**src/bpc_params.svh**
```systemverilog
`ifndef BPC_PARAMS_SVH
`define BPC_PARAMS_SVH

// ============================================================
// Register port offsets
`define BPC_OFS_CMD     8'h00
`define BPC_OFS_ADDR    8'h04
`define BPC_OFS_DATA    8'h08
`define BPC_OFS_RDATA   8'h0C
`define BPC_OFS_PW0     8'h10
`define BPC_OFS_PW3     8'h1C

// ============================================================
// Status word bit positions
`define BPC_ST_BUSY     0
`define BPC_ST_ERR      1
`define BPC_ST_MODE_LO  2
`define BPC_ST_MODE_HI  3
`define BPC_ST_PWACT    4
`define BPC_ST_VERIFIED 5
`define BPC_ST_BIT0     6

// Lock register bit that selects password mode when written to 0.
`define BPC_PWD_MODE_BIT 2

// ============================================================
// Flash bus widths and codes
`define BPC_AW          26
`define BPC_DW          16
`define BPC_ADR_UNLK1   26'h0000555
`define BPC_ADR_UNLK2   26'h00002AA
`define BPC_ADR_ZERO    26'h0000000
`define BPC_D_UNLK1     16'h00AA
`define BPC_D_UNLK2     16'h0055
`define BPC_D_LOCKSET   16'h0040
`define BPC_D_PWDSET    16'h0060
`define BPC_D_NVPSET    16'h00C0
`define BPC_D_EXIT1     16'h0090
`define BPC_D_ZERO      16'h0000
`define BPC_D_PROG      16'h00A0
`define BPC_D_UNLOCK1   16'h0025
`define BPC_D_UNLOCK2   16'h0003
`define BPC_D_CONFIRM   16'h0029
`define BPC_D_CLR1      16'h0080
`define BPC_D_CLR2      16'h0030
`define BPC_RESET_DATA  16'h0000

// ============================================================
// Bus timing, times in ns at a 10 ns clock
`define BPC_CLK_NS      10
`define BPC_T_WP_NS     50
`define BPC_T_WPH_NS    30
`define BPC_T_ACC_NS    70
`define BPC_WP_CYC      4'((`BPC_T_WP_NS + `BPC_CLK_NS - 1) / `BPC_CLK_NS)
`define BPC_WPH_CYC     4'((`BPC_T_WPH_NS + `BPC_CLK_NS - 1) / `BPC_CLK_NS)
`define BPC_RD_CYC      4'((`BPC_T_ACC_NS + `BPC_CLK_NS - 1) / `BPC_CLK_NS + 2)

`endif

```
**src/bpc_pkg.sv**
```systemverilog
package bpc_pkg;

  typedef enum logic [3:0] {
    BPC_C_NONE       = 4'h0,
    BPC_C_ENTER_LOCK = 4'h1,
    BPC_C_ENTER_PWD  = 4'h2,
    BPC_C_ENTER_NVP  = 4'h3,
    BPC_C_EXIT       = 4'h4,
    BPC_C_PROG_LOCK  = 4'h5,
    BPC_C_READ       = 4'h6,
    BPC_C_PROG_PWD   = 4'h7,
    BPC_C_UNLOCK     = 4'h8,
    BPC_C_PROG_NVP   = 4'h9,
    BPC_C_CLR_NVP    = 4'hA,
    BPC_C_VERIFY     = 4'hB
  } bpc_cmd_t;

  typedef enum logic [1:0] {
    BPC_M_NORMAL = 2'h0,
    BPC_M_LOCK   = 2'h1,
    BPC_M_PWD    = 2'h2,
    BPC_M_NVP    = 2'h3
  } bpc_mode_t;

  typedef enum logic [3:0] {
    BPC_S_IDLE  = 4'b0001,
    BPC_S_WLOW  = 4'b0010,
    BPC_S_WHIGH = 4'b0100,
    BPC_S_RWAIT = 4'b1000
  } bpc_state_t;

  typedef struct packed {
    logic        is_rd;
    logic        last;
    logic [25:0] addr;
    logic [15:0] data;
  } bpc_step_t;

endpackage

```
**src/bpc_host.sv**
```systemverilog
`timescale 1ns/1ns
`include "bpc_params.svh"
// Functional notes
// - Program and verify password before activation
// - Lock mode entry AA, 55, 40h
// - Password mode entry uses 60h
// - Nonvolatile mode entry uses C0h
// - Exit writes 90h then 00h
// - Unlock: 25h, 03h, password words, 29h
// - Set nonvolatile bit: A0 then 00
// - Clear all nonvolatile: 80h then 30h
// - Every entered mode must be exited
module bpc_host (
  // Clock and reset
  input  wire logic                      clk_sys,
  input  wire logic                      rst_b,
  // Software register port
  input  wire logic [7:0]                reg_addr,
  input  wire logic [31:0]               reg_wdata,
  input  wire logic                      reg_wr,
  input  wire logic                      reg_rd,
  output logic      [31:0]               reg_rdata,
  // Flash bus
  output logic      [`BPC_AW-1:0]        fl_addr,
  output logic      [`BPC_DW-1:0]        fl_dq_o,
  output logic                           fl_dq_oe,
  input  wire logic [`BPC_DW-1:0]        fl_dq_i,
  output logic                           fl_ce_b,
  output logic                           fl_we_b,
  output logic                           fl_oe_b
);
  import bpc_pkg::*;

  // ============================================================
  // State
  bpc_state_t          state_reg,  state_next;
  bpc_cmd_t            cmd_reg,    cmd_next;
  bpc_mode_t           mode_reg,   mode_next;
  logic [2:0]          idx_reg,    idx_next;
  logic [3:0]          cnt_reg,    cnt_next;
  logic                err_reg,    err_next;
  logic                pwact_reg,  pwact_next;
  logic                ver_reg,    ver_next;
  logic                match_reg,  match_next;
  logic [`BPC_AW-1:0]  baddr_reg,  baddr_next;
  logic [`BPC_DW-1:0]  bdata_reg,  bdata_next;
  logic [`BPC_DW-1:0]  rdat_reg,   rdat_next;
  logic [`BPC_DW-1:0]  pw_reg  [4];
  logic [`BPC_DW-1:0]  pw_next [4];
  logic [`BPC_DW-1:0]  dq_s1_reg, dq_s2_reg;
  logic [`BPC_AW-1:0]  fa_reg,     fa_next;
  logic [`BPC_DW-1:0]  fd_reg,     fd_next;
  logic                foe_reg,    foe_next;
  logic                ce_reg,     ce_next;
  logic                we_reg,     we_next;
  logic                oe_reg,     oe_next;
  logic [31:0]         rd_reg,     rd_next;
  bpc_step_t           stp;
  logic                legal;
  bpc_cmd_t            new_cmd;

  // ============================================================
  // Bus cycle table: one entry per address/data cycle of a command.
  function automatic bpc_step_t step_f(input bpc_cmd_t c, input logic [2:0] i,
                                       input logic [`BPC_AW-1:0] a, input logic [`BPC_DW-1:0] d,
                                       input logic [`BPC_DW-1:0] p0, input logic [`BPC_DW-1:0] p1,
                                       input logic [`BPC_DW-1:0] p2, input logic [`BPC_DW-1:0] p3);
    bpc_step_t s;
    logic [`BPC_DW-1:0] pw_sel;
    s = '{is_rd: 1'b0, last: 1'b0, addr: `BPC_ADR_ZERO, data: `BPC_D_ZERO};
    pw_sel = p0;
    case (a[1:0])
      2'h1:    pw_sel = p1;
      2'h2:    pw_sel = p2;
      2'h3:    pw_sel = p3;
      default: pw_sel = p0;
    endcase
    case (c)
      BPC_C_ENTER_LOCK, BPC_C_ENTER_PWD, BPC_C_ENTER_NVP: begin
        s.addr = (i == 3'd1) ? `BPC_ADR_UNLK2 : `BPC_ADR_UNLK1;
        s.last = (i == 3'd2);
        if (i == 3'd0) s.data = `BPC_D_UNLK1;
        else if (i == 3'd1) s.data = `BPC_D_UNLK2;
        else if (c == BPC_C_ENTER_LOCK) s.data = `BPC_D_LOCKSET;
        else if (c == BPC_C_ENTER_PWD) s.data = `BPC_D_PWDSET;
        else s.data = `BPC_D_NVPSET;
      end
      BPC_C_EXIT: begin
        s.data = (i == 3'd0) ? `BPC_D_EXIT1 : `BPC_D_ZERO;
        s.last = (i == 3'd1);
      end
      BPC_C_PROG_LOCK: begin
        s.data = (i == 3'd0) ? `BPC_D_PROG : d;
        s.last = (i == 3'd1);
      end
      BPC_C_READ: begin
        s.is_rd = 1'b1;
        s.addr  = a;
        s.last  = 1'b1;
      end
      BPC_C_PROG_PWD: begin
        s.data = (i == 3'd0) ? `BPC_D_PROG : pw_sel;
        s.addr = (i == 3'd0) ? `BPC_ADR_ZERO : {24'h000000, a[1:0]};
        s.last = (i == 3'd1);
      end
      BPC_C_UNLOCK: begin
        s.last = (i == 3'd6);
        if (i == 3'd0) s.data = `BPC_D_UNLOCK1;
        else if (i == 3'd1) s.data = `BPC_D_UNLOCK2;
        else if (i == 3'd6) s.data = `BPC_D_CONFIRM;
        else begin
          s.addr = {24'h000000, 2'(i - 3'd2)};
          case (i)
            3'd2:    s.data = p0;
            3'd3:    s.data = p1;
            3'd4:    s.data = p2;
            default: s.data = p3;
          endcase
        end
      end
      BPC_C_PROG_NVP: begin
        s.data = (i == 3'd0) ? `BPC_D_PROG : `BPC_D_ZERO;
        s.addr = (i == 3'd0) ? `BPC_ADR_ZERO : a;
        s.last = (i == 3'd1);
      end
      BPC_C_CLR_NVP: begin
        s.data = (i == 3'd0) ? `BPC_D_CLR1 : `BPC_D_CLR2;
        s.last = (i == 3'd1);
      end
      BPC_C_VERIFY: begin
        s.is_rd = 1'b1;
        s.addr  = {24'h000000, i[1:0]};
        s.last  = (i == 3'd3);
      end
      default: s.last = 1'b1;
    endcase
    return s;
  endfunction

  // ============================================================
  // Next-state logic
  always_comb begin
    state_next = state_reg;
    cmd_next   = cmd_reg;
    mode_next  = mode_reg;
    idx_next   = idx_reg;
    cnt_next   = cnt_reg;
    err_next   = err_reg;
    pwact_next = pwact_reg;
    ver_next   = ver_reg;
    match_next = match_reg;
    baddr_next = baddr_reg;
    bdata_next = bdata_reg;
    rdat_next  = rdat_reg;
    pw_next    = pw_reg;
    fa_next    = fa_reg;
    fd_next    = fd_reg;
    foe_next   = foe_reg;
    ce_next    = ce_reg;
    we_next    = we_reg;
    oe_next    = oe_reg;
    rd_next    = 32'h00000000;
    new_cmd    = bpc_cmd_t'(reg_wdata[3:0]);
    stp = step_f(cmd_reg, idx_reg, baddr_reg, bdata_reg, pw_reg[0], pw_reg[1], pw_reg[2], pw_reg[3]);

    // The host refuses orders its mode rules forbid, so software sees the refusal; a nonvolatile write to a frozen device is not refused.
    case (new_cmd)
      BPC_C_ENTER_LOCK, BPC_C_ENTER_PWD, BPC_C_ENTER_NVP: legal = (mode_reg == BPC_M_NORMAL);
      BPC_C_EXIT:      legal = (mode_reg != BPC_M_NORMAL);
      BPC_C_PROG_LOCK: legal = (mode_reg == BPC_M_LOCK) &&
                               (bdata_reg[`BPC_PWD_MODE_BIT] || (ver_reg && !pwact_reg));
      BPC_C_READ:      legal = !(pwact_reg && mode_reg == BPC_M_PWD);
      BPC_C_PROG_PWD, BPC_C_VERIFY: legal = (mode_reg == BPC_M_PWD) && !pwact_reg;
      BPC_C_UNLOCK:    legal = (mode_reg == BPC_M_PWD);
      BPC_C_PROG_NVP, BPC_C_CLR_NVP: legal = (mode_reg == BPC_M_NVP);
      default:         legal = 1'b0;
    endcase

    if (reg_wr) begin
      case (reg_addr)
        `BPC_OFS_CMD: begin
          if (state_reg == BPC_S_IDLE && legal) begin
            cmd_next   = new_cmd;
            idx_next   = 3'd0;
            err_next   = 1'b0;
            match_next = 1'b1;
            state_next = BPC_S_WLOW;
          end else begin
            err_next = 1'b1;
          end
        end
        `BPC_OFS_ADDR: baddr_next = reg_wdata[`BPC_AW-1:0];
        `BPC_OFS_DATA: bdata_next = reg_wdata[`BPC_DW-1:0];
        default: begin
          if (reg_addr >= `BPC_OFS_PW0 && reg_addr <= `BPC_OFS_PW3 && reg_addr[1:0] == 2'h0) begin
            pw_next[reg_addr[3:2]] = reg_wdata[`BPC_DW-1:0];
            ver_next = 1'b0;
          end
        end
      endcase
    end

    if (reg_rd) begin
      case (reg_addr)
        `BPC_OFS_CMD: begin
          rd_next[`BPC_ST_BUSY]                       = (state_reg != BPC_S_IDLE);
          rd_next[`BPC_ST_ERR]                        = err_reg;
          rd_next[`BPC_ST_MODE_HI:`BPC_ST_MODE_LO]    = mode_reg;
          rd_next[`BPC_ST_PWACT]                      = pwact_reg;
          rd_next[`BPC_ST_VERIFIED]                   = ver_reg;
          rd_next[`BPC_ST_BIT0]                       = rdat_reg[0];
        end
        `BPC_OFS_ADDR:  rd_next = {6'h00, baddr_reg};
        `BPC_OFS_DATA:  rd_next = {16'h0000, bdata_reg};
        `BPC_OFS_RDATA: rd_next = {16'h0000, rdat_reg};
        default: begin
          if (reg_addr >= `BPC_OFS_PW0 && reg_addr <= `BPC_OFS_PW3 && reg_addr[1:0] == 2'h0)
            rd_next = {16'h0000, pw_reg[reg_addr[3:2]]};
        end
      endcase
    end

    case (state_reg)
      BPC_S_IDLE: begin
        ce_next  = 1'b1;
        we_next  = 1'b1;
        oe_next  = 1'b1;
        foe_next = 1'b0;
      end
      BPC_S_WLOW: begin
        ce_next = 1'b0;
        fa_next = stp.addr;
        if (stp.is_rd) begin
          foe_next   = 1'b0;
          oe_next    = 1'b0;
          cnt_next   = `BPC_RD_CYC;
          state_next = BPC_S_RWAIT;
        end else if (we_reg) begin
          fd_next  = stp.data;
          foe_next = 1'b1;
          we_next  = 1'b0;
          cnt_next = `BPC_WP_CYC;
        end else if (cnt_reg > 4'd1) begin
          cnt_next = cnt_reg - 4'd1;
        end else begin
          we_next    = 1'b1;
          cnt_next   = `BPC_WPH_CYC;
          state_next = BPC_S_WHIGH;
        end
      end
      BPC_S_RWAIT: begin
        if (cnt_reg > 4'd1) begin
          cnt_next = cnt_reg - 4'd1;
        end else begin
          oe_next   = 1'b1;
          rdat_next = dq_s2_reg;
          if (cmd_reg == BPC_C_VERIFY) begin
            match_next = match_reg && (dq_s2_reg == pw_reg[idx_reg[1:0]]);
            if (stp.last) ver_next = match_reg && (dq_s2_reg == pw_reg[idx_reg[1:0]]);
          end
          cnt_next   = `BPC_WPH_CYC;
          state_next = BPC_S_WHIGH;
        end
      end
      BPC_S_WHIGH: begin
        if (cnt_reg > 4'd1) begin
          cnt_next = cnt_reg - 4'd1;
        end else if (!stp.last) begin
          idx_next   = idx_reg + 3'd1;
          state_next = BPC_S_WLOW;
        end else begin
          state_next = BPC_S_IDLE;
          foe_next   = 1'b0;
          ce_next    = 1'b1;
          case (cmd_reg)
            BPC_C_ENTER_LOCK: mode_next = BPC_M_LOCK;
            BPC_C_ENTER_PWD:  mode_next = BPC_M_PWD;
            BPC_C_ENTER_NVP:  mode_next = BPC_M_NVP;
            BPC_C_EXIT:       mode_next = BPC_M_NORMAL;
            BPC_C_PROG_LOCK:  if (!bdata_reg[`BPC_PWD_MODE_BIT]) pwact_next = 1'b1;
            BPC_C_PROG_PWD:   ver_next = 1'b0;
            default:          mode_next = mode_reg;
          endcase
        end
      end
      default: state_next = BPC_S_IDLE;
    endcase
  end

  // ============================================================
  // Registers
  always_ff @(posedge clk_sys or negedge rst_b) begin
    if (!rst_b) begin
      state_reg <= BPC_S_IDLE;
      cmd_reg   <= BPC_C_NONE;
      mode_reg  <= BPC_M_NORMAL;
      idx_reg   <= 3'd0;
      cnt_reg   <= 4'h0;
      err_reg   <= 1'b0;
      pwact_reg <= 1'b0;
      ver_reg   <= 1'b0;
      match_reg <= 1'b0;
      baddr_reg <= `BPC_ADR_ZERO;
      bdata_reg <= `BPC_RESET_DATA;
      rdat_reg  <= `BPC_RESET_DATA;
      for (int k = 0; k < 4; k++) pw_reg[k] <= `BPC_RESET_DATA;
      dq_s1_reg <= `BPC_RESET_DATA;
      dq_s2_reg <= `BPC_RESET_DATA;
      fa_reg    <= `BPC_ADR_ZERO;
      fd_reg    <= `BPC_D_ZERO;
      foe_reg   <= 1'b0;
      ce_reg    <= 1'b1;
      we_reg    <= 1'b1;
      oe_reg    <= 1'b1;
      rd_reg    <= 32'h00000000;
    end else begin
      state_reg <= state_next;
      cmd_reg   <= cmd_next;
      mode_reg  <= mode_next;
      idx_reg   <= idx_next;
      cnt_reg   <= cnt_next;
      err_reg   <= err_next;
      pwact_reg <= pwact_next;
      ver_reg   <= ver_next;
      match_reg <= match_next;
      baddr_reg <= baddr_next;
      bdata_reg <= bdata_next;
      rdat_reg  <= rdat_next;
      pw_reg    <= pw_next;
      dq_s1_reg <= fl_dq_i;
      dq_s2_reg <= dq_s1_reg;
      fa_reg    <= fa_next;
      fd_reg    <= fd_next;
      foe_reg   <= foe_next;
      ce_reg    <= ce_next;
      we_reg    <= we_next;
      oe_reg    <= oe_next;
      rd_reg    <= rd_next;
    end
  end

  assign reg_rdata = rd_reg;
  assign fl_addr   = fa_reg;
  assign fl_dq_o   = fd_reg;
  assign fl_dq_oe  = foe_reg;
  assign fl_ce_b   = ce_reg;
  assign fl_we_b   = we_reg;
  assign fl_oe_b   = oe_reg;

endmodule // bpc_host

```
**config.mk**
```make
export PLATFORM = sky130hd
export DESIGN_NAME = bpc_host
export DESIGN_NICKNAME = d
export VERILOG_FILES = /design/src/bpc_pkg.sv /design/src/bpc_host.sv
export VERILOG_INCLUDE_DIRS = /design/src /design/src/src
export SDC_FILE = /design/constraint.sdc
export NUM_CORES = 1
export LEC_CHECK = 0
export BUFFER_PORTS_ARGS = -buffer_cell sky130_fd_sc_hd__buf_4
export CORE_ASPECT_RATIO = 1.2
export CORE_MARGIN = 10
export CORE_UTILIZATION = 50
export DETAILED_ROUTE_END_ITERATION = 6
export HOLD_SLACK_MARGIN = 0.03
export PLACE_DENSITY = 0.73
export SYNTH_ARGS = -nofsm -noshare
export SYNTH_HDL_FRONTEND = slang
export SYNTH_SLANG_ARGS = --single-unit
export TNS_END_PERCENT = 20
```
**constraint.sdc**
```tcl
create_clock -name clk_sys -period 2.9 [get_ports clk_sys]
set_input_delay 0 -clock clk_sys [delete_from_list [all_inputs] [get_ports clk_sys]]
set_output_delay 0 -clock clk_sys [all_outputs]
set_load 0.02 [all_outputs]
```
# ---- Yosys cells after proc, flatten, opt, wreduce, memory -nomap -nowiden
# Index checks and enable logic that the tools add are counted.
# Widths: inputs -> output; s select.
dict set report totals {
  word_cells 223
  reg_bits 253
  out_inout_bits 78
  input_bits 60
}
dict set report classes {
  addsub 3
  mux 91
  eq_ne 49
  n_lt_le_gt_ge 6
  reduce_logical 43
  n_bitwise 6
}
# cell n
set op_table {}
lappend op_table {{$mux 16} 14}
lappend op_table {{$pmux 26 s6} 1}
lappend op_table {{$pmux 16 s7} 1}
lappend op_table {{$pmux 25 s4} 1}
lappend op_table {{$pmux 16 s3} 2}
lappend op_table {{$bmux 16 s2} 2}
lappend op_table {{$bwmux 64} 1}
lappend op_table {{$mux 4} 11}
lappend op_table {{$eq 4x3->1 const B} 9}
lappend op_table {{$eq 4x4->1 const B} 9}
lappend op_table {{$demux 16 s2} 1}
lappend op_table {{$mux 32} 1}
lappend op_table {{$mux 8} 4}
lappend op_table {{$mux 1} 28}
lappend op_table {{$pmux 7 s4} 1}
lappend op_table {{$mux 26} 1}
lappend op_table {{$eq 4x2->1 const B} 5}
lappend op_table {{$mux 3} 6}
lappend op_table {{$eq 16x16->1} 1}
lappend op_table {{$eq 8x4->1 const B} 2}
lappend op_table {{$pmux 4 s4} 1}
lappend op_table {{$reduce_and 3->1} 5}
lappend op_table {{$eq 4x1->1 const B} 3}
lappend op_table {{$ne 2x2->1 const B} 6}
lappend op_table {{41 further kinds} 82}

# ---- Longest topological paths before layout
# Gate-level depths: netlist of run 1.
dict set report depth {
  word_depth 13
  ltp_mapped 12
  ltp_nobuf 8
}

# ---- Worst setup path before layout of run 1
# Ideal clock, no wire load.
dict set report synth_timing {
  path_kind {reg2reg}
  from {reg idx_reg[1]}
  to {reg fd_reg[6], in the netlist fl_dq_o[6]}
  arrival_ns 2.582
  n_path_buf 4
  stages_incl_launch_ff 13
  t_required_ns 2.803
  path_slack_ns 0.222
  path_cell_list {dfrtp_1 buf_2 buf_2 inv_1 ha_1 and2_1 clkbuf_1 nor3_1 buf_2 nand2_1 a21oi_1 nor2_1 o31ai_1}
}
dict set report synth_between {
  elab_chain_cells 6
  elab_cells_between_ends 15
}
# item line
set synth_rtl {}
lappend synth_rtl {{start: declaration} bpc_host.sv:39} ;# logic [2:0] idx_reg, idx_next;
lappend synth_rtl {{start signal: assignment} bpc_host.sv:320} ;# idx_reg <= idx_next;
lappend synth_rtl {{$eq 3x3->1 or $eq 3x2->1 (tied branches)} bpc_host.sv:113} ;# case (i)
lappend synth_rtl {{$pmux 16 s3} bpc_host.sv:113}
lappend synth_rtl {{$mux 16} bpc_host.sv:110} ;# else if (i == 3'd6) s.data = `BPC_D_CONFIRM;
lappend synth_rtl {{$mux 16} bpc_host.sv:109} ;# else if (i == 3'd1) s.data = `BPC_D_UNLOCK2;
lappend synth_rtl {{$mux 16} bpc_host.sv:108} ;# if (i == 3'd0) s.data = `BPC_D_UNLOCK1;
lappend synth_rtl {{$pmux 16 s7 (*)} bpc_host.sv:78} ;# case (c)
lappend synth_rtl {{end signal: assignment} bpc_host.sv:310} ;# fd_reg <= `BPC_D_ZERO;
lappend synth_rtl {{end signal: assignment} bpc_host.sv:333} ;# fd_reg <= fd_next;
lappend synth_rtl {{end: declaration} bpc_host.sv:52} ;# logic [`BPC_DW-1:0] fd_reg, fd_next;
# Every way passes the cells marked *; elsewhere a longest branch is shown, timed or not.
# A chain may end at the register's enable or synchronous reset.

# ---- Final worst setup path of run 1
dict set report layout_timing {
  from {reg idx_reg[1]}
  to {reg fd_reg[7], in the netlist fl_dq_o[7]}
}
# The elaborated chain is that of the path after synthesis.

==> results of run 1 <==
==> timing repair <==
action	in CTS	in global routing
setup buffers	0	0
setup endpoints to repair	0	0
hold endpoints to repair	349	0
hold buffers	51	0
==> stage by stage <==
stage	utilization, %	hold slack (ns)	power [mW]
global route	62.48	0.1012	7.838
detailed placement	56.84	0.002348	4.242
finish	62.48	0.1074	7.587
floorplan	-	-0.2956	3.977
global placement	56.84	0.002419	4.226
CTS	62.48	0.09542	7.637
==> cell families after synthesis <==
| family | count (synthesis) |
|---|---|
| multiplexers | 209 |
| other | 1 |
| AND/OR/NAND/NOR | 226 |
| buffers and inverters | 91 |
| AO/OA/AOI/OAI | 218 |
| flip-flops | 247 |
| XOR/XNOR | 15 |
| adder cells (fa/ha/maj) | 7 |
==> area by class of cell <==
| class | instances | area, sq um | area share, % |
|---|---|---|---|
| clock buffers | 37 | 720.7 | 4.781 |
| clock inverters | 8 | 130.1 | 0.8633 |
| inverters | 16 | 60.06 | 0.3984 |
| multi-input cells | 681 | 5739 | 38.08 |
| flip-flops and latches | 247 | 6186 | 41.04 |
| well taps | 320 | 400.4 | 2.656 |
| repair buffers | 225 | 1837 | 12.19 |
==> worst register-to-register path: cells and delay by family, from the launching register on <==
family	cells	cell delay, ns
fa+ha+maj	1	0.35
simple gates	2	0.51
flops	1	0.48
compound gates	4	0.80
buf+inv	2	0.37
==> cells in the mapped netlist, types with 14 or more instances <==
cell type | number | share of area [%]
mux2i_1 | 29 | 2.4
nand2b_1 | 15 | 0.76
a22o_1 | 17 | 1.2
a21oi_1 | 49 | 2.0
inv_1 | 16 | 0.49
mux2_2 | 131 | 12
o21ai_0 | 54 | 2.2
a221oi_1 | 14 | 1.0
a222oi_1 | 14 | 1.1
buf_2 | 21 | 0.85
mux4_2 | 46 | 8.4
nand2_1 | 74 | 2.3
dfrtp_1 | 243 | 49
clkbuf_1 | 38 | 1.2
nor2_1 | 51 | 1.6
==> per-layer routing <==
metal	part of all wire [%]	up-vias	track usage, %
li1	-	4137	-
met1	41	4702	30.40
met2	46	516	36.20
met3	8.8	86	3.855
met4	3.5	2	8.438
met5	0.019	-	0
==> power by group <==
group	leakage (nW)	switching (mW)	internal, mW
Combinational	3.25	0.280	0.285
Sequential	3.32	0.131	3.55
Clock	0.420	1.35	1.99
==> worst max-delay path by stage <==
stage               start    endpoint
2_1_floorplan  idx_reg[1]  fl_dq_o[6]
6_report       idx_reg[1]  fl_dq_o[7]
3_5_place_dp   idx_reg[1]  fl_dq_o[7]
4_1_cts        idx_reg[1]  fl_dq_o[7]
3_3_place_gp   idx_reg[1]  fl_dq_o[7]
5_1_grt        idx_reg[1]  fl_dq_o[7]
==> run_results.csv, run 1 <==
group,metric,value,unit
sta,final_hold_viol_count,0,
yosys,ys_async_sr_fraction,100.0,%
finish,drive_gt1_share,33.77,%
drt,antenna_left,0,
placement,dp.cells,1438,
placement,place_area,13710,sq um
job,max_cap_viol_count,0,
clock_tree,h-tree-depth,1,
yosys,synth-edff-count,0,
finish,fin_cells,1534,
sta,rsz0062_at_grt,"false",
sta,tns,0,ns
global_route,grt_max_degree,101,
yosys,yosys.area_share.simple,9.707,%
yosys,synth_area_per_cell,12.15,sq um
setup_path,cp-start-kind,"register",
yosys,yosys.area_share.xor_xnor,1.066,%
yosys,synthAdderAreaFrac,0.7107,%
sta,finalMaxSlewViolations,0,
pwr,max-vdd-ir-drop,427.2,uV
clock_tree,cts_tree,"yes",
yosys,netlist_area,12320,sq um
finish,final_common_cell,"dfrtp_1",
setup_path,cp_top_family,"compound AO/OA/AOI/OAI gates",
floorplanning,start_util,51.08,%
floorplanning,row_count,62,
hold_path,hold_start,"reg_addr[7]",
sta,worstMarginPinSlew,0.8923,ns
setup_path,path_max_fanout,12,
floorplanning,die_h,192.0,um
sta,maxSlewHeadroom,40.31,%
hold_path,min_path_type,"in2reg",
setup_path,worstPathRequired,3.31,ns
setup_path,crit_path_max_incr_delay,0.48,ns
yosys,synth-compound-area-share,11.90,%
sta,fin_crit_sh,90.91,%
hold_path,min_path_cells,7,
drt,num_vias,9443,
clock_tree,cts_buffer_depth,3,
floorplanning,die_x,163.3,um
sta,fmax,0.3793,GHz
outcome,status,"finished, violations left",
finish,largest_register_ffs,64,
finish,antenna_cells,0,
drt,dr.pass1.iters,7,
pwr,leakage,6.998,nW
clock_tree,cts-root-buf,"clkbuf_16",
setup_path,ff2ff_path_depth,9,
finish,area_growth_syn_to_layout,22.32,%
drt,routed_wl,36.19,mm
placement,post-place-ws,0.3303,ns
global_route,grt_pass1_vias,9481,
drt,via_per_inst,6.156,
setup_path,crit_slowest_cell,"dfrtp_1",
setup_path,reg2reg_to,"fl_dq_o[7]",
global_route,grtUsageTotal,22.66,%
placement,place_congestion,0.9753,
sta,fin_worst_skew,0.01736,ns
setup_path,worstPathCellList,"inv_1 > ha_1 > and2_1 > nor3_1 > buf_4 > a21boi_0 > o22ai_1 > a211oi_1 > o21ai_0",
yosys,synth_seq_cells,247,
finish,nFillCells,1884,
finish,mostFrequentLayoutCells,"dfrtp_1, buf_4, mux2_2, nand2_1, o21ai_0",
setup_path,worst-path-stages,9,
drt,routedWlPerCell,23.59,um
yosys,synthCells,1014,
yosys,synthMuxAreaShare,23.01,%
sta,fin_ws,0.2636,ns
drt,drt-initial-drc-count,925,
global_route,grt_remaining_overflow,0,
finish,fin_nets,1263,
floorplanning,core,24130,sq um
placement,dp.final_hpwl,25.24,mm
sta,finalSetupViolations,0,
clock_tree,clkTransAtPathRegs,0.07,ns
floorplanning,die-area,31350,sq um
setup_path,r2r_start,"idx_reg[1]",
clock_tree,cts_resized,0,
clock_tree,clock_sinks,247,
setup_path,path_class,"reg2reg",
sta,fin_crit,2.636,ns
placement,numPortBuffers,125,
clock_tree,numCtsBuffers,25,
yosys,yosys_warnings,0,
yosys,synth_seq_area_share,50.20,%
yosys,ys.flop_type,"dfrtp_1",
outcome,violations,"DRC",
global_route,grt_antenna_before_repair,1,
setup_path,end_kind,"register",
global_route,grt_first_pass_wirelength,56.10,mm
pwr,power_density,503.4,nW/um^2
yosys,synth_top_family_by_area,"multiplexers",
setup_path,r2r_setup_slack,0.26,ns
finish,fin_area,15070,sq um
hold_path,min_to,"err_reg",
yosys,ys_types,72,
drt,post-route-drc-count,8,
clock_tree,clk_latency,0.54,ns
setup_path,path_buf_inv,2,
floorplanning,io_pins,138,
setup_path,crit_arrival,3.05,ns
(Power assumes the default switching activity.)
==> run 2: changes to the inputs <==
--- a/config.mk
+++ b/config.mk
@@ -6,13 +6,13 @@
 export SDC_FILE = /design/constraint.sdc
 export NUM_CORES = 1
 export LEC_CHECK = 0
-export BUFFER_PORTS_ARGS = -buffer_cell sky130_fd_sc_hd__buf_4
 export CORE_ASPECT_RATIO = 1.2
 export CORE_MARGIN = 10
-export CORE_UTILIZATION = 50
+export CORE_UTILIZATION = 30
 export DETAILED_ROUTE_END_ITERATION = 6
+export DONT_BUFFER_PORTS = 1
 export HOLD_SLACK_MARGIN = 0.03
-export PLACE_DENSITY = 0.73
+export PLACE_DENSITY = 0.45
 export SYNTH_ARGS = -nofsm -noshare
 export SYNTH_HDL_FRONTEND = slang
 export SYNTH_SLANG_ARGS = --single-unit
==> run_results.csv, run 2 (same netlist as run 1, synthesis figures left out) <==
group,metric,value,unit
outcome,status,"finished, violations left",
outcome,violations,"hold timing",
clock_tree,clk_latency,0.58,ns
clock_tree,cts-root-buf,"clkbuf_16",
floorplanning,start_util,30.32,%
sta,rsz0062_at_grt,"false",
setup_path,crit_slowest_cell,"dfrtp_1",
setup_path,r2r_start,"cmd_reg[0]",
drt,routedWlPerCell,24.86,um
clock_tree,clock_sinks,247,
clock_tree,hold_buffers,74,
setup_path,worstPathRequired,3.40,ns
finish,drive_gt1_share,26.61,%
setup_path,crit_end,"ver_reg",
setup_path,cp-startpoint,"cmd_reg[0]",
global_route,grt_max_degree,248,
global_route,grt_first_pass_wirelength,62.47,mm
drt,drt-initial-drc-count,732,
clock_tree,cts_resized,0,
clock_tree,numCtsBuffers,29,
global_route,grt_pass1_vias,8945,
drt,post-route-drc-count,0,
clock_tree,postCtsSetupBuffers,0,
setup_path,end_kind,"register",
setup_path,worstPathCellList,"nor2b_1 > o21ai_0 > o221ai_1 > o21bai_1 > buf_4 > o211ai_1 > mux2i_1",
setup_path,cp_top_family,"compound AO/OA/AOI/OAI gates",
finish,seq_area,6186,sq um
floorplanning,row_count,81,
clock_tree,clkTransAtPathRegs,0.06,ns
finish,mostFrequentLayoutCells,"dfrtp_1, mux2_2, nand2_1, dlygate4sd3_1, o21ai_0",
clock_tree,cts_buffer_depth,3,
sta,fin_crit,2.557,ns
sta,whs,-0.8588,ns
finish,final_common_cell,"dfrtp_1",
floorplanning,core,40640,sq um
setup_path,r2r_setup_slack,0.34,ns
sta,finalMaxSlewViolations,0,
drt,num_vias,8876,
setup_path,reg2reg_to,"ver_reg",
floorplanning,die_x,205.0,um
setup_path,path_class,"reg2reg",
finish,fin_cells,1661,
drt,via_per_inst,5.344,
sta,tns,0,ns
drt,routed_wl,41.29,mm
placement,numPortBuffers,0,
pwr,max-vdd-ir-drop,385.7,uV
global_route,grt_remaining_overflow,0,
setup_path,crit_arrival,3.05,ns
finish,largest_register_ffs,64,
floorplanning,die_h,242.0,um
sta,final_hold_viol_count,247,
sta,fin_crit_sh,88.17,%
finish,nFillCells,3985,
sta,fmax,0.3911,GHz
sta,worstMarginPinSlew,1.093,ns
sta,fin_worst_skew,0.02008,ns
global_route,grtUsageTotal,16.44,%
sta,maxSlewHeadroom,27.15,%
drt,antenna_left,0,
hold_path,min_path_type,"in2async",
global_route,grt_antenna_before_repair,3,
setup_path,worst-path-stages,7,
placement,dp.final_hpwl,28.41,mm
setup_path,cp-start-kind,"register",
finish,multiInputGateArea,5739,sq um
finish,area_growth_syn_to_layout,19.95,%
job,max_cap_viol_count,0,
floorplanning,die-area,49620,sq um
pwr,leakage,6.532,nW
finish,fin_nets,1167,
floorplanning,io_pins,138,
pwr,power_density,530.4,nW/um^2
clock_tree,cts_tree,"yes",
clock_tree,h-tree-depth,1,
placement,place_congestion,0.8799,
setup_path,path_max_fanout,21,
sta,finalSetupViolations,0,
drt,dr.pass1.iters,6,
placement,dp.cells,1534,
setup_path,path_buf_inv,1,
setup_path,crit_path_max_incr_delay,0.79,ns
setup_path,ff2ff_path_depth,7,
-- run 2: cell types whose count changed in the layout (fill, tap and decap cells not counted), moves of 3 or more --
cell	before	now
buf_4	172	51
clkbuf_8	5	8
dlygate4sd3_1	51	71
clkbuf_16	25	29
-- run 2: area by class of cell --
type	instances	area share, %
Sequential cell	247	41.85
Multi-Input combinational cell	681	38.83
Timing Repair Buffer	125	7.906
Clock buffer	42	5.781
Tap cell	539	4.562
Clock inverter	9	0.6348
Inverter	16	0.4063
Antenna cell	2	0.03386
-- run 2: per-layer routing --
layer	wire [um]	global-route usage [%]	vias up
met5	17	0	-
met3	2803	3.157	46
met2	19950	26.68	320
li1	-	-	3967
met4	802	3.962	2
met1	17720	22.07	4541
-- run 2: power breakdown --
group          internal, mW  switching (mW)  leakage [nW]
Sequential             3.55           0.130          3.32
Combinational         0.263           0.215          2.74
Clock                  2.13            1.55         0.465
Total                  5.94            1.90          6.53
-- run 2: worst min path at each step --
stage	from	to	slack, ns	cells past startpoint
global route	rst_b	dq_s1_reg[2]	-0.88	0
floorplan	rst_b	baddr_reg[0]	-0.30	0
finish	rst_b	dq_s1_reg[2]	-0.86	0
global placement	rst_b	dq_s1_reg[2]	-0.28	0
detailed placement	rst_b	dq_s1_reg[2]	-0.28	0
CTS	rst_b	fl_addr[18]	-0.89	0
-- run 2: per-stage QoR --
step                setup slack [ns]  cell area (sq um)  power, mW  util [%]
global placement              0.4165              13040      4.060     32.09
finish                        0.3430              14780      7.840     36.37
floorplan                     0.2218              12340      3.977         -
global route                  0.1564              14780      8.149     36.36
CTS                           0.3333              14780      7.956     36.36
detailed placement            0.3653              13040      4.067     32.09
